File: src/hw/dbg_pkg.sv
// dbg_pkg: register map, reset values and power modes of the dual gpio.
// assumes an apb master with 32-bit data and a word per register.
package dbg_pkg;
  localparam int PORT_W = 8;
  localparam int ADDR_W = 18;
  // register indices; byte address is four times the index
  localparam logic [15:0] IDX_P4_DATA = 16'hFFD7;
  localparam logic [15:0] IDX_P5_DATA = 16'hFFD8;
  localparam logic [15:0] IDX_P4_DIR = 16'hFFE7;
  localparam logic [15:0] IDX_P5_DIR = 16'hFFE8;
  localparam logic [15:0] IDX_P5_PU = 16'hFFEF;
  localparam logic [15:0] IDX_P3_PU = 16'hFFF0;
  // reset values and fixed read values
  localparam logic [7:0] RST_DATA = 8'h00;
  localparam logic [7:0] RST_DIR = 8'h00;
  localparam logic [7:0] RST_PU = 8'h00;
  localparam logic [7:0] DIR_READ = 8'hFF;
  localparam logic [7:0] ALL_HIZ = 8'hFF;
  localparam logic [31:0] RD_ZERO = 32'h00000000;
  // chip operating modes seen by the pins
  typedef enum logic [2:0] {
    PM_ACTIVE,
    PM_SUBACTIVE,
    PM_SLEEP,
    PM_SUBSLEEP,
    PM_WATCH,
    PM_STANDBY
  } dbg_mode_e;
  // pin drives follow the registers only while the core runs; pull-ups also follow in standby
  function automatic logic is_running(input dbg_mode_e m);
    return (m == PM_ACTIVE) || (m == PM_SUBACTIVE);
  endfunction
endpackage

File: src/hw/dbg_pin_if.sv
// dbg_pin_if: register values into one pin stage and its pin drives back.
// assumes both ends sit in the pclk domain.
`timescale 1ns/1ps
interface dbg_pin_if;
  logic [7:0] dir;
  logic [7:0] data;
  logic [7:0] pu_ctl;
  dbg_pkg::dbg_mode_e mode;
  logic [7:0] pin_out;
  logic [7:0] pin_oe_n;
  logic [7:0] pu_on;
  modport ctl (output dir, data, pu_ctl, mode,
    input pin_out, pin_oe_n, pu_on);
  modport stage (input dir, data, pu_ctl, mode,
    output pin_out, pin_oe_n, pu_on);
endinterface

File: src/hw/dbg_port_stage.sv
// dbg_port_stage: registered pin drive of one 8-bit port by power mode.
// assumes mode is synchronous to pclk.
`timescale 1ns/1ps
module dbg_port_stage #(
  parameter bit HAS_PU = 1'b1
) (
  input wire logic pclk,
  input wire logic presetn,
  dbg_pin_if.stage pif
);
  logic [7:0] out_r, out_nxt;
  logic [7:0] oe_n_r, oe_n_nxt;
  logic [7:0] pu_r, pu_nxt;
  logic [7:0] pu_want;

  // pull-up only on input pins whose control bit is set
  assign pu_want = {8{HAS_PU}} & pif.pu_ctl & ~pif.dir;

  // next pin state; sleep-like modes simply keep the last drive
  always_comb begin
    out_nxt = out_r;
    oe_n_nxt = oe_n_r;
    pu_nxt = pu_r;
    case (pif.mode)
      dbg_pkg::PM_ACTIVE, dbg_pkg::PM_SUBACTIVE: begin
        out_nxt = pif.data;
        oe_n_nxt = ~pif.dir;
        pu_nxt = pu_want;
      end
      dbg_pkg::PM_STANDBY: begin
        oe_n_nxt = dbg_pkg::ALL_HIZ;
        pu_nxt = pu_want; // pulled pins read high in standby
      end
      dbg_pkg::PM_SLEEP, dbg_pkg::PM_SUBSLEEP,
      dbg_pkg::PM_WATCH: begin
        out_nxt = out_r;
      end
      default: begin
        oe_n_nxt = dbg_pkg::ALL_HIZ;
        pu_nxt = dbg_pkg::RST_PU;
      end
    endcase
  end

  // reset floats every pin and drops every pull-up
  always_ff @(posedge pclk or negedge presetn) begin
    if (!presetn) begin
      out_r <= dbg_pkg::RST_DATA;
      oe_n_r <= dbg_pkg::ALL_HIZ;
      pu_r <= dbg_pkg::RST_PU;
    end else begin
      out_r <= out_nxt;
      oe_n_r <= oe_n_nxt;
      pu_r <= pu_nxt;
    end
  end

  assign pif.pin_out = out_r;
  assign pif.pin_oe_n = oe_n_r;
  assign pif.pu_on = pu_r;
endmodule

File: src/hw/dbg_gpio.sv
// dbg_gpio: ports four and five, pull-ups on port five only, plus port three pull-ups.
// assumes an apb master on pclk and pins synchronous to pclk.
`timescale 1ns/1ps
// Behaviour
// port3 pull-up on only for input pin with control bit set
// all port3 pull-ups off after reset
// port4 direction 1 drives latched data, 0 makes input
// port4 data read gives latched bit for output pins
// port4 data read gives pin level for input pins
// port4 data resets to zero
// port4 direction resets to zero, all inputs
// port4 direction is write-only, reads all ones
// pins float in reset and standby, hold in sleep modes
// port5 direction 1 drives latched data, 0 makes input
// port5 data read gives latched bit for output pins
// port5 data read gives pin level for input pins
// port5 data resets to zero
// port5 direction resets to zero, all inputs
// port5 direction is write-only, reads all ones
// port5 pull-up on for input pin with control bit set
// port5 pull-up control read-write, resets to zero
// byte access per register, writes land on next edge
module dbg_gpio #(
  parameter int PADDR_W = dbg_pkg::ADDR_W
) (
  input wire logic pclk,
  input wire logic presetn,
  input wire logic psel,
  input wire logic penable,
  input wire logic pwrite,
  input wire logic [PADDR_W-1:0] paddr,
  input wire logic [31:0] pwdata,
  input wire logic [3:0] pstrb,
  output logic [31:0] prdata,
  output logic pready,
  output logic pslverr,
  input wire dbg_pkg::dbg_mode_e pwr_mode,
  input wire logic [7:0] port3_direction,
  output logic [7:0] port3_pu_on,
  input wire logic [7:0] p4_in,
  output logic [7:0] p4_out,
  output logic [7:0] p4_oe_n,
  input wire logic [7:0] p5_in,
  output logic [7:0] p5_out,
  output logic [7:0] p5_oe_n,
  output logic [7:0] p5_pu_on
);

  // the map needs eighteen address bits
  if (PADDR_W < dbg_pkg::ADDR_W) begin : g_addr_chk
    $error("dbg_gpio: PADDR_W below 18 cannot reach the map");
  end

  // byte address of a register index, compared on full bus width
  function automatic logic reg_hit(input logic [PADDR_W-1:0] a,
                                   input logic [15:0] idx);
    logic [PADDR_W-1:0] base;
    base = PADDR_W'({idx, 2'b00});
    return a == base;
  endfunction

  // read value of a port: latch for outputs, pin for inputs
  function automatic logic [7:0] port_read(input logic [7:0] dir,
                                           input logic [7:0] dat,
                                           input logic [7:0] pin);
    return (dir & dat) | (~dir & pin);
  endfunction

  logic [7:0] p4_data_r, p4_data_nxt;
  logic [7:0] p4_dir_r, p4_dir_nxt;
  logic [7:0] p5_data_r, p5_data_nxt;
  logic [7:0] p5_dir_r, p5_dir_nxt;
  logic [7:0] p5_pu_r, p5_pu_nxt;
  logic [7:0] p3_pu_r, p3_pu_nxt;
  logic [7:0] p3_on_r, p3_on_nxt;
  logic [31:0] prdata_r, prdata_nxt;
  logic pready_r, pready_nxt;
  logic pslverr_r, pslverr_nxt;
  logic setup, wr_en, mapped;
  logic hit_p4d, hit_p4c, hit_p5d, hit_p5c, hit_p5u, hit_p3u;

  // address decode, reused by read and write paths
  assign hit_p4d = reg_hit(paddr, dbg_pkg::IDX_P4_DATA);
  assign hit_p4c = reg_hit(paddr, dbg_pkg::IDX_P4_DIR);
  assign hit_p5d = reg_hit(paddr, dbg_pkg::IDX_P5_DATA);
  assign hit_p5c = reg_hit(paddr, dbg_pkg::IDX_P5_DIR);
  assign hit_p5u = reg_hit(paddr, dbg_pkg::IDX_P5_PU);
  assign hit_p3u = reg_hit(paddr, dbg_pkg::IDX_P3_PU);
  assign mapped = hit_p4d | hit_p4c | hit_p5d | hit_p5c | hit_p5u |
                  hit_p3u;

  // answer is prepared in setup so pready can come from a flop
  assign setup = psel & ~penable;
  // writes land at the access edge; lane 0 carries the byte
  assign wr_en = psel & penable & pready_r & pwrite & pstrb[0] &
                 mapped;

  // bus answer: zero wait states, error on unmapped addresses
  always_comb begin
    pready_nxt = setup;
    pslverr_nxt = setup & ~mapped;
    prdata_nxt = dbg_pkg::RD_ZERO;
    if (setup && !pwrite) begin
      case (1'b1)
        hit_p4d: prdata_nxt[7:0] = port_read(p4_dir_r, p4_data_r,
                                             p4_in);
        hit_p5d: prdata_nxt[7:0] = port_read(p5_dir_r, p5_data_r,
                                             p5_in);
        hit_p4c: prdata_nxt[7:0] = dbg_pkg::DIR_READ;
        hit_p5c: prdata_nxt[7:0] = dbg_pkg::DIR_READ;
        hit_p5u: prdata_nxt[7:0] = p5_pu_r;
        hit_p3u: prdata_nxt[7:0] = p3_pu_r;
        default: prdata_nxt = dbg_pkg::RD_ZERO;
      endcase
    end
  end

  always_ff @(posedge pclk or negedge presetn) begin
    if (!presetn) begin
      prdata_r <= dbg_pkg::RD_ZERO;
      pready_r <= 1'b0;
      pslverr_r <= 1'b0;
    end else begin
      prdata_r <= prdata_nxt;
      pready_r <= pready_nxt;
      pslverr_r <= pslverr_nxt;
    end
  end

  // register writes; one byte lane, upper data bits ignored
  always_comb begin
    p4_data_nxt = p4_data_r;
    p4_dir_nxt = p4_dir_r;
    p5_data_nxt = p5_data_r;
    p5_dir_nxt = p5_dir_r;
    p5_pu_nxt = p5_pu_r;
    p3_pu_nxt = p3_pu_r;
    if (wr_en) begin
      if (hit_p4d) p4_data_nxt = pwdata[7:0];
      if (hit_p4c) p4_dir_nxt = pwdata[7:0];
      if (hit_p5d) p5_data_nxt = pwdata[7:0];
      if (hit_p5c) p5_dir_nxt = pwdata[7:0];
      if (hit_p5u) p5_pu_nxt = pwdata[7:0];
      if (hit_p3u) p3_pu_nxt = pwdata[7:0];
    end
  end

  always_ff @(posedge pclk or negedge presetn) begin
    if (!presetn) begin
      p4_data_r <= dbg_pkg::RST_DATA;
      p4_dir_r <= dbg_pkg::RST_DIR;
      p5_data_r <= dbg_pkg::RST_DATA;
      p5_dir_r <= dbg_pkg::RST_DIR;
      p5_pu_r <= dbg_pkg::RST_PU;
      p3_pu_r <= dbg_pkg::RST_PU;
    end else begin
      p4_data_r <= p4_data_nxt;
      p4_dir_r <= p4_dir_nxt;
      p5_data_r <= p5_data_nxt;
      p5_dir_r <= p5_dir_nxt;
      p5_pu_r <= p5_pu_nxt;
      p3_pu_r <= p3_pu_nxt;
    end
  end

  // port3 pull-ups; its direction comes from the port3 block.
  // they hold in sleep modes like the pins they serve
  always_comb begin
    p3_on_nxt = p3_on_r;
    if (pwr_mode == dbg_pkg::PM_ACTIVE ||
        pwr_mode == dbg_pkg::PM_SUBACTIVE ||
        pwr_mode == dbg_pkg::PM_STANDBY) begin
      p3_on_nxt = p3_pu_r & ~port3_direction;
    end
  end

  always_ff @(posedge pclk or negedge presetn) begin
    if (!presetn) begin
      p3_on_r <= dbg_pkg::RST_PU;
    end else begin
      p3_on_r <= p3_on_nxt;
    end
  end

  // pin stages; port4 has no pull-ups
  dbg_pin_if p4_if ();
  dbg_pin_if p5_if ();

  assign p4_if.dir = p4_dir_r;
  assign p4_if.data = p4_data_r;
  assign p4_if.pu_ctl = dbg_pkg::RST_PU;
  assign p4_if.mode = pwr_mode;
  assign p5_if.dir = p5_dir_r;
  assign p5_if.data = p5_data_r;
  assign p5_if.pu_ctl = p5_pu_r;
  assign p5_if.mode = pwr_mode;

  dbg_port_stage #(.HAS_PU(1'b0)) u_p4 (
    .pclk(pclk),
    .presetn(presetn),
    .pif(p4_if.stage)
  );

  dbg_port_stage #(.HAS_PU(1'b1)) u_p5 (
    .pclk(pclk),
    .presetn(presetn),
    .pif(p5_if.stage)
  );

  // every output below is a flop in this module or a stage
  assign prdata = prdata_r;
  assign pready = pready_r;
  assign pslverr = pslverr_r;
  assign port3_pu_on = p3_on_r;
  assign p4_out = p4_if.pin_out;
  assign p4_oe_n = p4_if.pin_oe_n;
  assign p5_out = p5_if.pin_out;
  assign p5_oe_n = p5_if.pin_oe_n;
  assign p5_pu_on = p5_if.pu_on;

  // checks: helper terms for a read in setup and for the running modes
  logic rd4d, rd5d, run;
  assign rd4d = setup & ~pwrite & hit_p4d;
  assign rd5d = setup & ~pwrite & hit_p5d;
  assign run = dbg_pkg::is_running(pwr_mode);

  property p_p3_pu;
    @(posedge pclk) disable iff (!presetn)
      run |=> port3_pu_on == ($past(p3_pu_r) & ~$past(port3_direction));
  endproperty
  a_p3_pu: assert property (p_p3_pu)
    else $error("port3 pull-up does not follow control and direction");

  property p_pu_reset;
    @(posedge pclk) !presetn |-> port3_pu_on == 8'h00 &&
      p5_pu_on == 8'h00 && p3_pu_r == 8'h00;
  endproperty
  a_pu_reset: assert property (p_pu_reset)
    else $error("pull-up on during reset");

  property p_p4_drive;
    @(posedge pclk) disable iff (!presetn)
      run |=> p4_oe_n == ~$past(p4_dir_r) && p4_out == $past(p4_data_r);
  endproperty
  a_p4_drive: assert property (p_p4_drive)
    else $error("port4 pin drive does not match direction and data");

  property p_p4_rd_latch;
    @(posedge pclk) disable iff (!presetn)
      rd4d |=> pready && ((prdata[7:0] ^ $past(p4_data_r)) &
        $past(p4_dir_r)) == 8'h00;
  endproperty
  a_p4_rd_latch: assert property (p_p4_rd_latch)
    else $error("port4 read misses latched data on output bits");

  property p_p4_rd_pin;
    @(posedge pclk) disable iff (!presetn)
      rd4d |=> ((prdata[7:0] ^ $past(p4_in)) & ~$past(p4_dir_r)) == 8'h00;
  endproperty
  a_p4_rd_pin: assert property (p_p4_rd_pin)
    else $error("port4 read misses pin level on input bits");

  property p_rst_regs;
    @(posedge pclk) !presetn |-> p4_data_r == 8'h00 &&
      p5_data_r == 8'h00;
  endproperty
  a_rst_regs: assert property (p_rst_regs)
    else $error("data register not cleared by reset");

  property p_rst_dir;
    @(posedge pclk) !presetn |-> p4_dir_r == 8'h00 &&
      p5_dir_r == 8'h00 && p4_oe_n == 8'hFF && p5_oe_n == 8'hFF;
  endproperty
  a_rst_dir: assert property (p_rst_dir)
    else $error("direction not cleared or pins driven in reset");

  property p_p4_dir_rd;
    @(posedge pclk) disable iff (!presetn)
      setup && !pwrite && hit_p4c |=> prdata == 32'h000000FF;
  endproperty
  a_p4_dir_rd: assert property (p_p4_dir_rd)
    else $error("port4 direction read is not all ones");

  property p_standby;
    @(posedge pclk) disable iff (!presetn)
      pwr_mode == dbg_pkg::PM_STANDBY |=> p4_oe_n == 8'hFF &&
        p5_oe_n == 8'hFF;
  endproperty
  a_standby: assert property (p_standby)
    else $error("pins driven in standby");

  property p_sleep_hold;
    @(posedge pclk) disable iff (!presetn)
      pwr_mode == dbg_pkg::PM_SLEEP ##1 pwr_mode == dbg_pkg::PM_SLEEP
        |-> $stable(p4_out) && $stable(p4_oe_n) && $stable(p5_out) &&
        $stable(p5_oe_n);
  endproperty
  a_sleep_hold: assert property (p_sleep_hold)
    else $error("pins changed during sleep");

  property p_p5_drive;
    @(posedge pclk) disable iff (!presetn)
      run |=> p5_oe_n == ~$past(p5_dir_r) && p5_out == $past(p5_data_r);
  endproperty
  a_p5_drive: assert property (p_p5_drive)
    else $error("port5 pin drive does not match direction and data");

  property p_p5_rd;
    @(posedge pclk) disable iff (!presetn)
      rd5d |=> prdata[7:0] == (($past(p5_dir_r) & $past(p5_data_r)) |
        (~$past(p5_dir_r) & $past(p5_in)));
  endproperty
  a_p5_rd: assert property (p_p5_rd)
    else $error("port5 read value wrong");

  property p_p5_dir_rd;
    @(posedge pclk) disable iff (!presetn)
      setup && !pwrite && hit_p5c |=> prdata == 32'h000000FF;
  endproperty
  a_p5_dir_rd: assert property (p_p5_dir_rd)
    else $error("port5 direction read is not all ones");

  property p_p5_pu;
    @(posedge pclk) disable iff (!presetn)
      run |=> p5_pu_on == ($past(p5_pu_r) & ~$past(p5_dir_r));
  endproperty
  a_p5_pu: assert property (p_p5_pu)
    else $error("port5 pull-up does not follow control and direction");

  // a read-back setup two edges after the write sees the written byte
  property p_p5_pu_wr;
    @(posedge pclk) disable iff (!presetn)
      wr_en && hit_p5u ##2 setup && !pwrite && hit_p5u
        |=> prdata[7:0] == $past(pwdata[7:0], 3);
  endproperty
  a_p5_pu_wr: assert property (p_p5_pu_wr)
    else $error("port5 pull-up control does not read back");

  property p_wr_next;
    @(posedge pclk) disable iff (!presetn)
      wr_en && hit_p4d |=> p4_data_r == $past(pwdata[7:0]) && !pready;
  endproperty
  a_wr_next: assert property (p_wr_next)
    else $error("write did not land on the access edge");
endmodule

File: config.mk
export PLATFORM = sky130hd
export DESIGN_NAME = dbg_gpio
export DESIGN_NICKNAME = d
export VERILOG_FILES = /design/src/hw/dbg_pkg.sv /design/src/hw/dbg_pin_if.sv /design/src/hw/dbg_port_stage.sv /design/src/hw/dbg_gpio.sv
export SDC_FILE = /design/constraint.sdc
export NUM_CORES = 1
export LEC_CHECK = 0
export BUFFER_PORTS_ARGS = -buffer_cell sky130_fd_sc_hd__buf_2
export CORE_ASPECT_RATIO = 1.25
export CORE_MARGIN = 2
export CORE_UTILIZATION = 52
export CTS_BUF_LIST = sky130_fd_sc_hd__clkbuf_2
export CTS_CLUSTER_DIAMETER = 30
export DETAILED_ROUTE_END_ITERATION = 12
export PLACE_DENSITY = 0.82
export SYNTH_ARGS = -nofsm -noshare
export SYNTH_HDL_FRONTEND = slang
export SYNTH_SLANG_ARGS = --single-unit
File: constraint.sdc
create_clock -name pclk -period 1.95 [get_ports pclk]
set_input_delay 0.0975 -clock pclk [delete_from_list [all_inputs] [get_ports pclk]]
set_output_delay 0.0975 -clock pclk [all_outputs]
set_load 0.05 [all_outputs]
* Word-level counts from Yosys, hierarchy flattened
Index checks and enable logic that the tools add are counted.
** Word-level totals
- Flip-flop bits (word level) :: 106
- Bits in latches :: 0
- Bits in writable memories :: 0
- Memory bits (read-only) :: 0
- Input port bits :: 86
- Output and inout bits :: 82
- Memories :: 0
** Operators by class
- Add/subtract/negate cells :: 0
- $mul :: 0
- Divide/modulo/power cells :: 0
- $lt $le $gt $ge :: 0
- Equality and inequality tests :: 11
- Shifts and indexed selects :: 0
- Muxes and demuxes :: 10
- Bitwise logic cells :: 25
- Reductions and logical operators :: 14
** Operator list (count)
- $eq A18 B18 Y1 const B :: 6
- $mux W8 :: 7
- $and A8 B8 Y8 :: 6
- $pmux W8 S2 :: 3
- $not A8 Y8 :: 3
- $or A8 B8 Y8 :: 2
- $reduce_and A2 Y1 :: 6
- $and A1 B1 Y1 :: 7
- $eq A3 B2 Y1 const B :: 2
- $eq A3 B3 Y1 const B :: 2
- $reduce_or A3 Y1 :: 2
- $or A1 B1 Y1 :: 5
- $eq A3 B1 Y1 const B :: 1
- $logic_not A3 Y1 :: 1
- $logic_or A1 B1 Y1 :: 2
- $not A1 Y1 :: 2
- $reduce_or A2 Y1 :: 1
- $logic_and A1 B1 Y1 :: 1
- $logic_not A1 Y1 :: 1

* Depth between registers and ports, before layout
Gate-level depths: netlist of run 1.
- Word-level depth :: 8
- Mapped depth :: 7
- Depth with buffers taken out :: 5

* By module
Synthesis of run 1 repeated with hierarchy kept, for this count alone.
** Unflattened totals
- Cells, all modules :: 444
- Area total of the unflattened synthesis :: 5276.3 µm²
** Modules (own cells, without submodules)
- dbg_gpio :: instances 1, cells each 256, area each 3249.4 µm²
- dbg_port_stage (u_p5) :: instances 1, cells each 117, area each 1217.4 µm²
- dbg_port_stage (u_p4) :: instances 1, cells each 71, area each 809.5 µm²

* Worst setup path before layout of run 1
OpenSTA, ideal clock, no wires.
- Path kind :: reg-to-reg
- Start :: register pready_r (netlist: pready)
- End :: register p5_dir_r[0]
- Setup time :: 128 ps
- Data arrival time :: 1877 ps
- Data required time :: 1822 ps
- Slack :: -54 ps
- Cell stages (with the launch flop) :: 5
- Buffers on the path :: 1
- Period minus slack after synthesis :: 2004 ps
- Cell sequence :: dfrtp_1 > nand3_1 > or4_1 > buf_2 > mux2_1
** Between the ends
- Longest elaborated chain between the ends :: 5
** RTL lines
- start: declaration :: RTL line dbg_gpio.sv:77 : logic pready_r, pready_nxt;
- start signal: assignment :: RTL line dbg_gpio.sv:125 : pready_r <= pready_nxt;
- $and A1 B1 Y1 (4 in series) :: RTL line dbg_gpio.sv:95 : assign wr_en = psel & penable & pready_r & pwrite & pstrb[0] &
- $reduce_and A2 Y1 (no line)
- end signal: assignment :: RTL line dbg_gpio.sv:153 : p5_dir_r <= dbg_pkg::RST_DIR;
- end signal: assignment :: RTL line dbg_gpio.sv:160 : p5_dir_r <= p5_dir_nxt;
- end: declaration :: RTL line dbg_gpio.sv:72 : logic [7:0] p5_dir_r, p5_dir_nxt;
No other way between the ends.
A chain may end at the register's enable or synchronous reset.

* Worst setup path after layout of run 1
- Start :: input paddr[6]
- End :: register pslverr_r (netlist: pslverr)
** Between the ends
- Longest elaborated chain between the ends :: 8
- Elaborated cells on any way between the ends :: 13
- Those cells by class :: eq/ne: 6; bitwise: 7
** RTL lines
- start: declaration :: RTL line dbg_gpio.sv:31 : input wire logic [PADDR_W-1:0] paddr,
- $eq A18 B18 Y1 :: RTL line dbg_gpio.sv:59 : return a == base;
- $or A1 B1 Y1 (4 in series) :: RTL line dbg_gpio.sv:89 : assign mapped = hit_p4d | hit_p4c | hit_p5d | hit_p5c | hit_p5u |
- $or A1 B1 Y1 * :: RTL line dbg_gpio.sv:89
- $not A1 Y1 * :: RTL line dbg_gpio.sv:101 : pslverr_nxt = setup & ~mapped;
- $and A1 B1 Y1 * :: RTL line dbg_gpio.sv:101
- net pslverr_nxt :: RTL line dbg_gpio.sv:78 : logic pslverr_r, pslverr_nxt;
- end signal: assignment :: RTL line dbg_gpio.sv:126 : pslverr_r <= pslverr_nxt;
- end: declaration :: RTL line dbg_gpio.sv:78
The timed path passes the listed nets; every way through them passes the cells marked *.

==> results of run 1 <==
[worst reg2reg max path: cells and delay by family (launching register included)]
family | cells | cell delay (ns)
muxes | 1 | 0.40
and+or+nand+nor | 2 | 0.89
DFF | 1 | 0.43
[cell families after synthesis]
logic type,share of synthesized area [%]
other,0.0770
DFF,54.9
buffers and inverters,6.14
muxes,19.5
and+or+nand+nor,11.8
AOI/OAI and AO/OA,7.50
xor gates and xnor gates,0.180
[power groups by stage]
stage | sequential [mW] | clock (mW) | combinational, mW
global route | 2.21 | 1.29 | 0.440
detailed placement | 2.24 | 0 | 0.349
finish | 2.21 | 1.20 | 0.407
global placement | 2.24 | 0 | 0.342
CTS | 2.21 | 1.23 | 0.405
floorplan | 2.25 | 0 | 0.221
[synth_stat cells, types with 2 or more instances]
master	n	area, um^2
mux2_4	8	120
buf_2	2	10.0
nand2_1	30	113
o32ai_1	7	61.3
clkbuf_1	11	41.3
nand2b_1	3	18.8
nor2_1	19	71.3
a21oi_1	23	115
inv_1	11	41.3
and4_1	2	17.5
mux2_2	55	619
a32o_1	8	80.1
mux2_1	16	180
or3_1	5	31.3
or4_1	2	15.0
o221ai_1	7	61.3
nand3b_1	9	67.6
nand4_1	2	12.5
and3_1	2	12.5
a211oi_1	2	15.0
nand3_1	12	60.1
buf_1	4	15.0
mux2i_1	3	30.0
dfstp_2	16	420
nor3_2	2	20.0
nor2b_1	4	25.0
dfrtp_1	90	2250
buf_4	24	180
[per-stage QoR]
step | utilization [%] | std cells | hold slack [ns] | instance area, um^2 | setup WS, ns
3_5_place_dp | 61.3 | 634 | -0.0773 | 5600 | 0.0493
6_report | 67.3 | 688 | 0.0173 | 6140 | 0.0654
3_3_place_gp | 61.3 | 634 | -0.0781 | 5600 | 0.107
4_1_cts | 67.1 | 687 | 0.000691 | 6120 | 0.0232
5_1_grt | 67.3 | 688 | 0.0171 | 6140 | 0.00887
2_1_floorplan | - | 418 | -0.198 | 4960 | 0.124
[cell usage in the layout (no fill, tap or decap), types with 11 or more instances in the layout]
cell,Yosys,layout
buf_2,2,115
dfrtp_1,90,89
mux2_2,55,55
dlygate4sd3_1,0,37
nand2_1,30,30
conb_1,1,24
a21oi_1,23,23
buf_4,24,19
nor2_1,19,18
mux2_1,16,16
dfstp_2,16,16
nand3_1,12,12
inv_1,11,11
[routing by layer]
layer	up-vias	track usage [%]	part of all wire, %	wire length (um)
li1	1698	-	-	-
met1	1843	29.2	40	4680
met2	160	42.2	52	6090
met3	20	3.29	5.6	657
met4	0	9.23	2.4	277
met5	-	0	0	0
[repair_timing]
action / in CTS / in global routing
endpoints found under the hold margin: 172 / 0
hold buffers: 37 / 0
endpoints found under the setup margin: 0 / 1
resized for setup: 0 / 2
[registers in the layout (all words and copies together), names as in the netlist]
name and count:
p3_pu_r 8, p4_data_r 8, p4_dir_r 8, p5_data_r 8
p5_dir_r 8, p5_if.pu_ctl 8, port3_pu_on 8, prdata 8
u_p4.pif.pin_oe_n 8, u_p4.pif.pin_out 8, u_p5.pif.pin_oe_n 8, u_p5.pif.pin_out 8
u_p5.pif.pu_on 8, pready 1, pslverr 1
[layout make-up]
type | instances | area, um^2 | area share (%)
clock inverter | 7 | 110 | 1.79
clock buffer | 9 | 45.0 | 0.734
tap | 123 | 154 | 2.51
antenna | 1 | 2.50 | 0.0408
timing repair buffer | 172 | 1110 | 18.1
sequential | 106 | 2670 | 43.5
multi-input combinational | 259 | 2000 | 32.6
inverter | 11 | 41.3 | 0.673
[how the worst min path moves through the flow]
stage          startpoint                  end  slack [ns]  depth (start not counted)
3_5_place_dp      presetn  u_p4.pif.pin_out[2]       -0.08                          1
4_1_cts          p5_in[2]            prdata[2]      0.0007                          4
2_1_floorplan     presetn           p3_pu_r[0]       -0.20                          0
3_3_place_gp      presetn  u_p4.pif.pin_out[2]       -0.08                          1
5_1_grt          p5_in[2]            prdata[2]        0.02                          4
6_report         p5_in[0]            prdata[0]        0.02                          4
==> results.md, run 1 <==
- The flow ran to the end, and the final reports show no timing, DRC or antenna violations.
- The sequential fraction of design power is 57.9%.
- The net switching power is 1.03 mW.
- Counting every instance in the synthesized netlist gives 395.
- The DRC violation count after routing is 0.
- The number of max-slew violations in the final report is 0.
- Yosys mapped a number of flops with a built-in enable equal to 0.
- Counting cells, the worst reg-to-reg path comes to 3.
- For this design the static power due to leakage is a little over 3 nW.
- The post-synthesis cell type count is 44.
- The critical path start-end classification is in2reg.
- TritonCTS built the clock tree.
- The critical path goes through dlygate4sd3_1 -> buf_2 -> inv_1 -> nor4_4 -> dlygate4sd3_1 -> nor3_1 -> dlygate4sd3_1.
- The synthesized area is a little under 0.005 mm^2.
- The core outline area is about 0.0091 mm^2.
- Cells with a size suffix above 1 make up 42.9% of the layout.
- The peak supply drop is 0.368 mV.
- The endpoint required time on the critical path is 2.46 ns.
- The worst register-to-register path ends at p5_dir_r[6].
- Of all nets on the critical path, the largest fanout is 6.
- The effective utilization at floorplan is between 50% and 60%.
- Tracing the worst setup path back leads to its startpoint at paddr[6].
- The number of I/O pins is around 170.
- The final layout contains 645 nets.
- The sum of internal, switching and leakage power is between 3 and 4 mW.
- The internal portion of the total power is 2.79 mW.
- The first detailed-routing pass took 5 iterations.
- Static timing analysis puts the maximum clock frequency at 531 MHz.
- The sort of element at the start of the critical path is an input pin.
- Following the worst setup path forward leads to its endpoint at pslverr.
- The number of global-route vias before repair is 3764.
- The transition time at the pin with the least slew margin is ~1.3 ns.
- The clock passes through at most 2 buffers.
- Global routing finished with a remaining overflow of 0.
- Dividing the detail-routed wire length by the instance count gives 17.0 um.
- The routed design has between 10000 and 15000 um of wire.
- The kind of end point of the critical path is a flip-flop.
- The average vias per placed instance is 5.41.
- Port buffering added 116 buffers.
- The via count is approximately 3700.
- The worst path uses 96.6% of the clock period.
- The stage delay of the slowest cell on the critical path is 0.60 ns.
- The H-tree was split into 3 levels.
- The register-to-register setup slack is approximately 0.13 ns.
- The die is 112 um tall.
- The cell class contributing the biggest share of worst-path delay is buffers and inverters.
- Global routing used 23.7% of the available tracks.
- The die footprint is 0.0102 mm^2.
- The HPWL after detailed placement is approximately 8300 um.
- Setup total negative slack on the finished layout was measured at 0 ns.
- The global-route wire length before repair is 18700 um.
- The initial antenna violation count came to 1.
- The layout-stage area growth over the synthesis result is 26.0%.
- The clock net sink count is 106.
- The count of routing violations after the opening detailed-route iteration is around 190.
- Setup violations remaining at the end of the flow were counted as 0.
- Buffers inserted during clock tree synthesis total 9.
- The cell row count is 39.
- The library cell contributing the largest single delay on the critical path is dlygate4sd3_1.
- The pin count of the biggest net entering global routing is 61.
- The routed design could run at a clock period as short as 1.88 ns.
- The tool flagged a number of max-cap violations equal to 0.
- The switching part of the total power is 26.9%.
- Counting buffers and inverters, the worst setup path is 7 cells deep.
- In the synthesized netlist the async set-or-reset flop fraction comes to 100%.
- Counting stages on the worst path, the most repeated cell is dlygate4sd3_1.
- The insertion delay of the later-clocked pin in the worst-skew pair is 0.60 ns.
- In this run the tightest slew margin relative to its limit is between 10% and 20%.
- The tightest min-delay check is of the in2reg type.
- The cell at the root of the clock tree is clkbuf_2.
- The combined buffer and inverter count along the critical path is 5.
- Fill cells in the final layout number 703.
- The clock arrives with slightly below 0.04 ns of skew.
- For this run, the register share of the synthesized area comes to 54.9%.
- In this run the mean area of a mapped cell was around 12 um^2.
- The data arrival time of the worst path is 2.39 ns.
- Of the total power, combinational logic draws between 10% and 20%.
- For this design the ratio of total power to cell area is 622 mW/mm^2.
- The launch point of the worst reg-to-reg path is pready.
- Measured along the x axis, the die boundary spans about 91 um.
- The final-report hold violation count was 0.
- The count of nets left with antenna violations once routing finished came out at 0.
- Once the clock tree was built, the setup fixing pass inserted 0 buffers.
- The synthesized design contains 106 register bits.
- The part of the power in the clock network is 31.5%.
- The most common flop cell mapped by yosys is dfrtp_1.
- Clock-pin slew was measured on the worst setup and hold paths at 0.29 ns.
- The Yosys step of the flow raised 0 warnings.
- Setup repair after global routing left no endpoint under its margin.
- At the end of routability-driven placement, the weighted congestion stood at 0.879.
Power figures use the tool's default switching activity.
==> inputs of run 2 (changes only) <==
- GPL_TIMING_DRIVEN: unset -> 0
- SLEW_MARGIN: unset -> 20
==> run 2 against run 1 <==
Utilization grew 0.36 points. Flip-flop and latch count unchanged. Total power down 3.6%. Final area up 0.53%. Die area stayed put. Sequential share of layout area shrank 0.23 points. Clock power decreased by 14%. Via count rose by 1.7%. Clock skew decreased by 0.0081 ns. Sequential power about the same. Critical path depth is 4 lower. Largest cell class unchanged. Highest routed layer unchanged.
==> results.md, run 2 (same netlist as run 1, synthesis figures left out) <==
- Setup repair after global routing left no endpoint under its margin.
- Entering global routing, the biggest net connects 66 pins.
- The post-route netlist has around 42% of its cells at a drive strength greater than 1.
- The chip height is 112 um.
- The first global-routing pass estimated 19200 um of wire.
- The data arrival time of the worst path is 2.33 ns.
- The count of cells resized by post-cts repair is 0.
- The initialized floorplan defines 39 standard-cell rows.
- The static leakage is about 3.1 nW.
- The number of max-slew violations in the final report was 0.
- Once the floorplan was initialized, standard cells occupied 53.4% of the core.
- Global routing finished with a remaining overflow of 0.
- The number of global-route vias before repair is 3922.
- The worst hold path belongs to the class in2reg.
- Data on the critical path is required at its endpoint by 2.44 ns.
- The clock arrives with between 0.03 and 0.04 ns of skew.
- With fillers left out, the area of the finished cells amounts to between 0.006 and 0.007 mm^2.
- The core outline area is 0.00913 mm^2.
- The library cell used most frequently in the layout, excluding fill and tap cells, is buf_2.
- The filler-free cell count of the finished design is 706.
- Once placement finished, the instance area stood at approximately 0.0057 mm^2.
- The largest buffer count on any clock path is 2.
- The transition time at the pin with the least slew margin is 1.08 ns.
- The worst pin sits at a relative slew slack of 27.3%.
- Relative to the synthesized area, the layout overhead comes to 26.7%.
- Buffers placed on the I/O ports in this run total ~120.
- The largest fanout on the critical path is 8.
- In this run the count of I/O pins placed on the die edge is 168.
- The die is slightly above 90 um wide.
- The time the worst path needs with I/O delays and setup is 1.84 ns.
- In this run the remaining antenna-violating nets after routing total 0.
- In the layout the commonest cells are buf_2, dfrtp_1, mux2_2.
- The TritonCTS clock tree is yes.
- The number of max-cap violations is 0.
- The most critical setup path has its endpoint at p5_if.pu_ctl[4].
- The net total in the final layout is 663.
- Clock-pin slew was measured on the worst setup and hold paths at 0.28 ns.
- Dividing the detail-routed via count by the number of cells gives roughly 5.4.
- Counting the buffers created by CTS gives 9.
- For this block, the routed nets add up to around 12000 um of wire.
- The worst setup path is captured at a flip-flop.
- The utilization after layout is 67.6%.
- In the final routed layout, each cell accounts on average for 17.1 um.
- Adding up every negative setup slack in the final design gives 0 ns.
- The routability congestion estimate from global placement is between 0.8 and 0.9.
- The count of routing violations after the opening detailed-route iteration is 160.
- Before antenna repair, the detailed router went through 5 iterations.
- The die covers 0.0102 mm^2.
- In the routed design, unresolved DRC markers number 0.
- Across every metal layer, demand over resource in global routing totals 24.4%.
- Tracing the worst setup path back leads to its startpoint at pready.
- The tightest hold path in the finished design has a slack of 0.0359 ns.
- The insertion delay of the later-clocked pin in the worst-skew pair is 0.59 ns.
- The clock net sink count is 106.
- The filler cells instantiated in the layout total 705.
- The fmax is between 500 and 600 MHz.
- The via count is 3783.
- By startpoint and endpoint, the worst setup path is classified as reg2reg.
- The sort of element at the start of the critical path is a flip-flop.
- The run finished with clean final reports.
- The number of cell instances on the worst register-to-register path is 3.
- The HPWL after detailed placement is 8660 um.
- Counting instances, the worst hold path has a depth of 4.
- In this run the power density over the cells is 597 mW/mm^2.
- The peak supply drop is ~0.37 mV.
- The cell at the root of the clock tree is clkbuf_2.
- The number of placed instances, taps included is 657.
- The final-report hold violation count is 0.
- The endpoint identified for the worst register-to-register timing path is p5_if.pu_ctl[4].
- Across all register-to-register paths, the minimum setup slack is 0.11 ns.
- The initial antenna violation count came to 0.
- The launch point of the worst reg-to-reg path is pready.
- Setup violations remaining at the end of the flow were counted as 0.
- The H-tree was split into 3 levels.
- The final critical path takes up 94.3% of the cycle.
## run 2: cell types whose count changed in the layout (fill, tap and decap cells not counted), sizes merged
cell         delta
clkinvlp        -1
dlygate4sd3     -6
bufinv          -1
clkbuf         +12
inv             -1
buf            +13
clkinv          +2
## run 2: worst max-delay path, stage by stage, from the launching register on
cell and delay, ns:
dfrtp_2 0.42, nand3_1 0.26, nor3_2 0.64, mux2_2 0.41
## run 2: layout make-up
cell class | instances | area, um^2 | area share [%]
buffer | 42 | 258 | 4.18
antenna | 1 | 2.50 | 0.0405
sequential | 106 | 2670 | 43.3
timing repair buffer | 148 | 940 | 15.2
clock inverter | 6 | 66.3 | 1.07
inverter | 11 | 41.3 | 0.669
multi-input combinational | 259 | 1990 | 32.2
tap | 123 | 154 | 2.49
clock buffer | 10 | 50.0 | 0.811
## run 2: what timing repair did
item                      CTS  global route
setup buffers               0             0
hold buffers               32             0
hold endpoints to repair  170             0
## run 2: worst min-delay path by stage
stage             start                   to  slack, ns
2_1_floorplan   presetn           p3_pu_r[0]      -0.20
3_3_place_gp    penable               pready       0.30
5_1_grt        p5_in[1]            prdata[1]      0.006
4_1_cts        p5_in[7]            prdata[7]       0.01
6_report       p5_in[7]            prdata[7]       0.04
3_5_place_dp    presetn  u_p4.pif.pin_out[1]       0.03
## run 2: layer usage
metal,track usage [%],wire (um),vias up
li1,-,-,1731
met1,30.1,4840,1877
met2,42.4,6210,151
met3,4.63,691,24
met4,9.85,334,0
met5,0,0,-
## run 2: per-stage QoR
stage | setup WS, ns | total power [mW]
2_1_floorplan | 0.124 | 2.47
3_3_place_gp | -0.426 | 2.61
3_5_place_dp | -0.286 | 2.63
4_1_cts | 0.102 | 3.70
5_1_grt | 0.00245 | 3.83
6_report | 0.111 | 3.68
## run 2: report_power, final
part,internal [mW],switching (mW),leakage [nW]
clock,0.308,0.721,0.0731
sequential,2.21,0.000848,1.42
combinational,0.166,0.279,1.57
